--- src/fault_indicator_map.svh ---
`ifndef FAULT_INDICATOR_MAP_SVH
`define FAULT_INDICATOR_MAP_SVH
// ==========================================
// Reported codes
`define CODE_NONE 16'h0000
`define CODE_HW_MAJOR 16'h1605
`define CODE_VOLT_MAJOR 16'h1607
`define CODE_CAL_MAJOR 16'h1608
`define CODE_VOLT_WARN 16'h1801
`define CODE_HW_WARN 16'h1802
`define CODE_CAL_WARN 16'h1804
`define CODE_COLD_WARN 16'h1807
`define CODE_RANGE_BASE 16'h1808
// ==========================================
// Timing
`define CLK_PERIOD_NS 4
`define BLINK_HALF_MS 250
`define BLINK_HALF_CYC ((`BLINK_HALF_MS * 1000000) / `CLK_PERIOD_NS)
`define PAUSE_MS 2000
`define PAUSE_CYC ((`PAUSE_MS * 1000000) / `CLK_PERIOD_NS)
`define UNDETECTED_SHORT_BLINKS 2
`endif

--- src/fault_indicator_pkg.sv ---
package fault_indicator_pkg;
  typedef enum logic [1:0]
  {
    LED_OFF = 2'b00,
    LED_ON = 2'b01,
    LED_BLINK = 2'b10
  } led_mode_t;
  typedef enum logic [1:0]
  {
    PH_SHORT = 2'b00,
    PH_PAUSE = 2'b01,
    PH_REPEAT = 2'b10
  } undet_phase_t;
  typedef struct packed
  {
    logic [31:0] count;
    logic tick;
  } tick_state_t;
  typedef struct packed
  {
    logic [15:0] code;
    logic warning;
    logic errorLed;
    logic convLed;
    logic blink;
    undet_phase_t phase;
    logic [31:0] pauseCnt;
    logic [3:0] shortCnt;
  } ind_state_t;
endpackage : fault_indicator_pkg

--- src/analog_fault_indicator.sv ---
// What this block does
// - Major faults report 1605/1607/1608, error LED steady, conversion LED dark.
// - Warnings 1801/1802/1807 report codes, conversion LED dark, error LED blinks.
// - Calibration warning 1804 blinks error LED; conversion LED blinks only in RUN.
// - Channel one to eight out of range report 1808 through 180F.
// - Out of range blinks error LED; conversion LED blinks in RUN, dark in STOP.
// - Undetected module: conversion dark, error blinks twice, pauses two seconds, then blinks without end.
// - Warning codes are flagged as warnings so the host keeps running.
// - Host setting promotes the first four warning codes to error severity.
`timescale 1ns/1ps
`include "fault_indicator_map.svh"
module analog_fault_indicator
#(
  parameter int unsigned CHANNELS = 8,
  parameter int unsigned BLINK_HALF_CYC = `BLINK_HALF_CYC,
  parameter int unsigned PAUSE_CYC = `PAUSE_CYC
)
(
  input wire logic ref_clk,
  input wire logic rst_b,
  input wire logic hwFailMajor,
  input wire logic voltFailMajor,
  input wire logic calFailMajor,
  input wire logic voltWarn,
  input wire logic hwWarn,
  input wire logic calWarn,
  input wire logic coldJunctionWarn,
  input wire logic [CHANNELS-1:0] rangeFault,
  input wire logic hostRun,
  input wire logic promoteWarnings,
  input wire logic hostDetected,
  output logic [15:0] errorCode,
  output logic codeIsWarning,
  output logic errorLed,
  output logic convLed
);
  import fault_indicator_pkg::*;
  ind_state_t s_q;
  ind_state_t s_d;
  logic tick;
  logic [15:0] rangeCode;
  logic rangeAny;
  logic [CHANNELS-1:0] lowerHit;
  logic majorAny;
  logic [15:0] majorCodeSel;
  logic warnAny;
  logic [15:0] warnCodeSel;
  logic calShown;
  // ==========================================
  // Blink timebase
  // divided clock
  blink_ticker #(.HALF_CYC(BLINK_HALF_CYC)) u_ticker
  (
    .ref_clk(ref_clk),
    .rst_b(rst_b),
    .tick(tick)
  );
  // ==========================================
  // Channel scan, lowest channel reported first
  genvar g;
  generate
    for (g = 0; g < CHANNELS; g++)
    begin : g_lower
      if (g == 0)
      begin : g_first
        assign lowerHit[g] = 1'b0;
      end
      else
      begin : g_rest
        assign lowerHit[g] = lowerHit[g-1] | rangeFault[g-1];
      end
    end
  endgenerate
  always_comb
  begin
    rangeCode = `CODE_NONE;
    rangeAny = |rangeFault;
    for (int i = 0; i < CHANNELS; i++)
    begin
      if (rangeFault[i] && !lowerHit[i])
      begin
        rangeCode = `CODE_RANGE_BASE + 16'(i);
      end
    end
  end
  // ==========================================
  // Fault priority decode
  // majors before warnings
  always_comb
  begin
    majorAny = hwFailMajor || voltFailMajor || calFailMajor;
    warnAny = voltWarn || hwWarn || calWarn || coldJunctionWarn;
    calShown = 1'b0;
    majorCodeSel = `CODE_CAL_MAJOR;
    if (hwFailMajor)
    begin
      majorCodeSel = `CODE_HW_MAJOR;
    end
    else if (voltFailMajor)
    begin
      majorCodeSel = `CODE_VOLT_MAJOR;
    end
    warnCodeSel = `CODE_COLD_WARN;
    if (voltWarn)
    begin
      warnCodeSel = `CODE_VOLT_WARN;
    end
    else if (hwWarn)
    begin
      warnCodeSel = `CODE_HW_WARN;
    end
    else if (calWarn)
    begin
      warnCodeSel = `CODE_CAL_WARN;
      calShown = 1'b1;
    end
  end
  // ==========================================
  // Code and LED selection
  always_comb
  begin
    s_d = s_q;
    // Free-running phase shared by every blinking pattern
    if (tick)
    begin
      s_d.blink = !s_q.blink;
    end
    s_d.code = `CODE_NONE;
    s_d.warning = 1'b0;
    s_d.errorLed = 1'b0;
    s_d.convLed = 1'b0;
    // Overrides every code, the host cannot read one anyway
    if (!hostDetected)
    begin
      unique case (s_q.phase)
        PH_SHORT:
        begin
          s_d.errorLed = s_q.blink;
          // Counts lit half-periods, a partial first one included
          if (tick && s_q.blink)
          begin
            s_d.shortCnt = s_q.shortCnt + 4'h1;
            if (s_q.shortCnt + 4'h1 >= 4'(`UNDETECTED_SHORT_BLINKS))
            begin
              s_d.phase = PH_PAUSE;
              s_d.pauseCnt = 32'h0000_0000;
            end
          end
        end
        PH_PAUSE:
        begin
          // Dark pause, blink phase keeps running underneath
          s_d.pauseCnt = s_q.pauseCnt + 32'h0000_0001;
          if (s_q.pauseCnt >= PAUSE_CYC - 1)
          begin
            s_d.phase = PH_REPEAT;
          end
        end
        PH_REPEAT:
        begin
          s_d.errorLed = s_q.blink;
        end
        default:
        begin
          s_d.phase = PH_SHORT;
        end
      endcase
    end
    else
    begin
      s_d.phase = PH_SHORT;
      s_d.shortCnt = 4'h0;
      if (majorAny)
      begin
        s_d.errorLed = 1'b1;
        s_d.code = majorCodeSel;
      end
      else if (warnAny)
      begin
        s_d.errorLed = s_q.blink;
        s_d.warning = !promoteWarnings;
        s_d.code = warnCodeSel;
        s_d.convLed = (calShown && hostRun) ? s_q.blink : 1'b0;
      end
      else if (rangeAny)
      begin
        s_d.errorLed = s_q.blink;
        s_d.convLed = hostRun ? s_q.blink : 1'b0;
        s_d.code = rangeCode;
        s_d.warning = 1'b1;
      end
    end
  end
  // ==========================================
  // State register
  always_ff @(posedge ref_clk)
  begin
    if (!rst_b)
    begin
      s_q <= '0;
    end
    else
    begin
      s_q <= s_d;
    end
  end
  assign errorCode = s_q.code;
  assign codeIsWarning = s_q.warning;
  assign errorLed = s_q.errorLed;
  assign convLed = s_q.convLed;
endmodule : analog_fault_indicator

--- src/blink_ticker.sv ---
`timescale 1ns/1ps
`include "fault_indicator_map.svh"
module blink_ticker
#(
  parameter int unsigned HALF_CYC = `BLINK_HALF_CYC
)
(
  input wire logic ref_clk,
  input wire logic rst_b,
  output logic tick
);
  import fault_indicator_pkg::*;
  tick_state_t s_q;
  tick_state_t s_d;
  // ==========================================
  // Divider
  always_comb
  begin
    s_d = s_q;
    s_d.tick = 1'b0;
    if (s_q.count >= HALF_CYC - 1)
    begin
      s_d.count = 32'h0000_0000;
      s_d.tick = 1'b1;
    end
    else
    begin
      s_d.count = s_q.count + 32'h0000_0001;
    end
  end
  always_ff @(posedge ref_clk)
  begin
    if (!rst_b)
    begin
      s_q <= '0;
    end
    else
    begin
      s_q <= s_d;
    end
  end
  assign tick = s_q.tick;
endmodule : blink_ticker

--- config.mk ---
export PLATFORM = sky130hd
export DESIGN_NAME = analog_fault_indicator
export DESIGN_NICKNAME = d
export VERILOG_FILES = /design/src/fault_indicator_pkg.sv /design/src/analog_fault_indicator.sv /design/src/blink_ticker.sv
export VERILOG_INCLUDE_DIRS = /design/src
export SDC_FILE = /design/constraint.sdc
export NUM_CORES = 1
export LEC_CHECK = 0
export BUFFER_PORTS_ARGS = -buffer_cell sky130_fd_sc_hd__buf_4
export CAP_MARGIN = 10
export CORE_MARGIN = 8
export CORE_UTILIZATION = 47
export DETAILED_ROUTE_END_ITERATION = 6
export PLACE_DENSITY = 0.66
export SETUP_SLACK_MARGIN = 0.5
export SLEW_MARGIN = 10
export SYNTH_ARGS = -nofsm -noshare
export SYNTH_HDL_FRONTEND = slang
export SYNTH_HIERARCHICAL = 1
export SYNTH_SLANG_ARGS = --single-unit
export TNS_END_PERCENT = 20
--- constraint.sdc ---
create_clock -name ref_clk -period 3 [get_ports ref_clk]
set_clock_uncertainty 0.05 [all_clocks]
set_input_delay 0.9 -clock ref_clk [delete_from_list [all_inputs] [get_ports ref_clk]]
set_output_delay 0.9 -clock ref_clk [all_outputs]
set_load 0.01 [all_outputs]
==> impl_metrics.py <==
metrics = {
    "clocking": {
        "insertion_delay_ns": 0.34,
        "postCtsHoldBufs": 0,
        "cts_root_buffer": "clkbuf_8",
        "path_clk_slew_ns": 0.08,
        "clkSinkCount": 82,
        "cts.path.max_buffers": 2,
        "cts_max_level": 3,
        "cts_buffers": 9,
        "cts_tree": "done",
    },
    "synthesis": {
        "yosys_register_bits": 82,
        "yosys_warnings": 6,
        "synthFlopType": "dfxtp_1",
        "asyncSetResetFlopFracSynth_pct": 0,
        "syn_avg_cell_area_um2": 8.73,
        "synthesis.area_mm2": 0.00419,
        "synth_cells": 480,
        "synth_enable_flop_cells": 0,
        "ys_seq_area_share_pct": 39.2,
        "ys_types": 59,
    },
    "setup_path": {
        "worstSetupPathType": "register to register",
        "arrival_ns": 2.74,
        "crit_path_start_kind": "register",
        "end_kind": "register",
        "crit_required_ns": 3.21,
        "worstPathMaxFanout": 6,
    },
    "detailed_routing": {
        "drc": 0,
        "first_pass_iters": 4,
        "vias": 3586,
        "wl_met3_um": 423,
        "ant_nets": 0,
        "post_drt_wl_per_cell_um": 14.9,
        "vias_per_cell": 5.83,
        "met1Wirelength_um": 4490,
        "routed_wl_um": 9180,
        "drtIter0Drc": 197,
        "top_layer_used": "met4",
        "wl_met2_um": 4150,
    },
    "cells_and_area": {
        "fin_cells": 615,
        "finalInstanceArea_mm2": 0.00465,
        "fin_nets": 528,
        "antenna_cells": 0,
        "final_util_pct": 53.6,
        "areaGrowthSynthToFinish_pct": 11.0,
        "drive_gt1_share_pct": 12.8,
    },
    "floorplanning": {
        "core_area_mm2": 0.00868,
        "rows": 34,
        "initial_utilization_pct": 48.3,
        "boundaryPins": 39,
        "die_y_um": 110,
        "die_w_um": 110,
        "die_area_mm2": 0.0122,
    },
    "sta": {
        "worst_pin_slew_ns": 0.716,
        "setup_violations": 0,
        "period_share_pct": 84.6,
        "grt_setup_unrepaired": "yes",
        "max_freq_mhz": 394,
        "max_slew_margin_pct": 52.2,
        "maxSlewViolCount": 0,
        "hold_violations": 0,
        "setup_tns_ns": 0,
        "timing.final.crit_period_ns": 2.54,
    },
    "pwr": {
        "leakagePower_nw": 1.60,
        "p_comb_share_pct": 5.6,
        "switchingPower_mw": 0.459,
        "pwr-share-seq_pct": 53.0,
        "switching_share_pct": 22.0,
        "p_per_area_mw_per_mm2": 449,
        "ir_drop_v": 0.000238,
        "power.share.clock_pct": 41.4,
        "power.internal_mw": 1.63,
    },
    "global_routing": {
        "grt_usage_pct": 14.7,
        "grt_max_degree": 19,
        "overflow": 0,
        "grt_pass1_vias": 3321,
        "grt_pass1_wl_um": 15700,
        "antenna_found_initial": 0,
    },
    "placement": {
        "dp_hpwl_um": 6430,
        "port_buffers": 30,
        "place_area_mm2": 0.00442,
        "gp_congestion": 0.836,
        "dpl.cell_count": 599,
    },
    "job": {
        "drv_cap": 0,
    },
    "outcome": {
        "run_status": "complete, no violations",
    },
    "worst_hold_path": {
        "hold_class": "register to register",
    },
}
[routing by layer]
metal	vias to the layer above	global-route usage, %
li1	1810	-
met5	-	0
met4	0	5.95
met1	1678	19.6
met2	88	22.7
met3	10	2.92
[Yosys cell counts (2+ instances only)]
cell type  number  area share (%)
a2111oi_0       5             1.0
a211oi_1       12             2.2
a21oi_1        14             1.7
and2_1          5            0.75
and3_1         10             1.5
and4_1          4            0.84
buf_2           4            0.48
buf_4          17             3.0
clkbuf_1       13             1.2
conb_1          2            0.18
dfxtp_1        82              39
ha_1            4             1.2
inv_1          14             1.3
nand2_1        28             2.5
nand2b_1        4            0.60
nand3_1        19             2.3
nand4_1        24             3.6
nand4_2         2            0.60
nand4_4         2             1.0
nand4b_1        4            0.84
nor2_1         42             3.8
nor2b_1         3            0.45
nor3_1         23             2.7
nor3b_1         2            0.36
nor4_1         15             2.2
o211ai_1        6             1.1
o21a_1          3            0.54
o21ai_0         9             1.1
o31a_1          3            0.63
o31ai_1        11             2.0
or2_2           2            0.30
or3_1           9             1.3
or4_1          24             4.3
xnor2_1        14             2.9
xor2_1         21             4.4
[worst paths after layout]
| check | from | slack (ns) | depth (start not counted) | endpoint |
|---|---|---|---|---|
| max | s_q[4]$_SDFFE_PN0P_ | 0.46 | 6 | s_q[36]$_SDFFE_PP0P_ |
| min | s_q[28]$_SDFFE_PN0P_ | 0.44 | 2 | s_q[28]$_SDFFE_PN0P_ |
| min reg2reg | s_q[28]$_SDFFE_PN0P_ | 0.44 | 2 | s_q[28]$_SDFFE_PN0P_ |
| max reg2reg | s_q[4]$_SDFFE_PN0P_ | 0.46 | 6 | s_q[36]$_SDFFE_PP0P_ |
[state kept, by name, indices dropped and copies added, names as in the netlist]
| name | count |
|---|---|
| u_ticker/s_q | 32 |
| u_ticker/tick | 1 |
| codeIsWarning | 1 |
| s_q | 39 |
| errorLed | 1 |
| errorCode | 7 |
| convLed | 1 |
[critical path: stages (launching register included)]
cell	delay, ns
dfxtp_1	0.35
ha_1	0.23
and2_1	0.27
a311o_1	0.35
a2111oi_1	0.70
o211ai_1	0.24
a211oi_1	0.26
[power groups by stage]
stage          registers [mW]  logic, mW  clock network, mW
3_5_place_dp             1.13      0.117                  0
2_1_floorplan            1.13     0.0781                  0
4_1_cts                  1.11      0.118              0.886
5_1_grt                  1.11      0.130              0.924
3_3_place_gp             1.13      0.115                  0
6_report                 1.11      0.117              0.865
[logic make-up (layout without fill, tap and decap cells)]
| group | after synthesis | count (layout) | synth area share [%] |
|---|---|---|---|
| simple gates | 227 | 227 | 31.6 |
| flops | 82 | 82 | 39.2 |
| compound gates | 79 | 79 | 14.1 |
| buf+inv | 50 | 65 | 6.12 |
| xor+xnor | 35 | 35 | 7.32 |
| fa+ha+maj | 4 | 4 | 1.19 |
| other cells | 2 | 14 | 0.179 |
| mux | 1 | 1 | 0.239 |
[area by class of cell]
cell class | instances | area, µm²
well taps | 108 | 135
clock buffers | 11 | 141
clock inverters | 3 | 65.1
multi-input cells | 360 | 2340
inverters | 15 | 56.3
flip-flops and latches | 82 | 1640
repair buffers | 36 | 270
fillers | 836 | 4030
[repair_timing]
item	CTS	global route
resized for setup	2	0
pin swaps	0	1
setup endpoints to repair	3	12
setup buffers	0	2
[stage by stage]
step | setup slack, ns | power (mW) | hold slack [ns]
after floorplan | 0.633 | 1.21 | 0.398
after global placement | 0.413 | 1.25 | 0.406
after CTS | 0.479 | 2.11 | 0.445
final | 0.462 | 2.09 | 0.443
after global routing | 0.337 | 2.16 | 0.460
after detailed placement | 0.353 | 1.25 | 0.431
[cell usage in the layout, fill, tap and decap left out, types with 2 or more instances in the layout]
| cell | count |
|---|---|
| nor3_1 | 23 |
| nand2b_1 | 4 |
| nor2_1 | 42 |
| bufinv_16 | 2 |
| buf_4 | 36 |
| dfxtp_1 | 82 |
| a211oi_1 | 12 |
| a21oi_1 | 14 |
| nand2_1 | 28 |
| nand4b_1 | 4 |
| inv_1 | 14 |
| nand4_1 | 24 |
| a2111oi_0 | 4 |
| a2111oi_1 | 2 |
| xnor2_1 | 14 |
| nand4_2 | 2 |
| ha_1 | 4 |
| nand3_1 | 19 |
| and3_1 | 10 |
| o31ai_1 | 11 |
| nor4_1 | 15 |
| nor3b_1 | 2 |
| and2_1 | 5 |
| or2_2 | 2 |
| o21a_1 | 3 |
| clkbuf_8 | 10 |
| conb_1 | 14 |
| o211ai_1 | 6 |
| o31a_1 | 3 |
| or3_1 | 9 |
| xor2_1 | 21 |
| nand4_4 | 2 |
| o21ai_0 | 9 |
| nor2b_1 | 3 |
| and4_1 | 4 |
| or4_1 | 23 |
No activity file was read; power rests on OpenSTA's default activity.
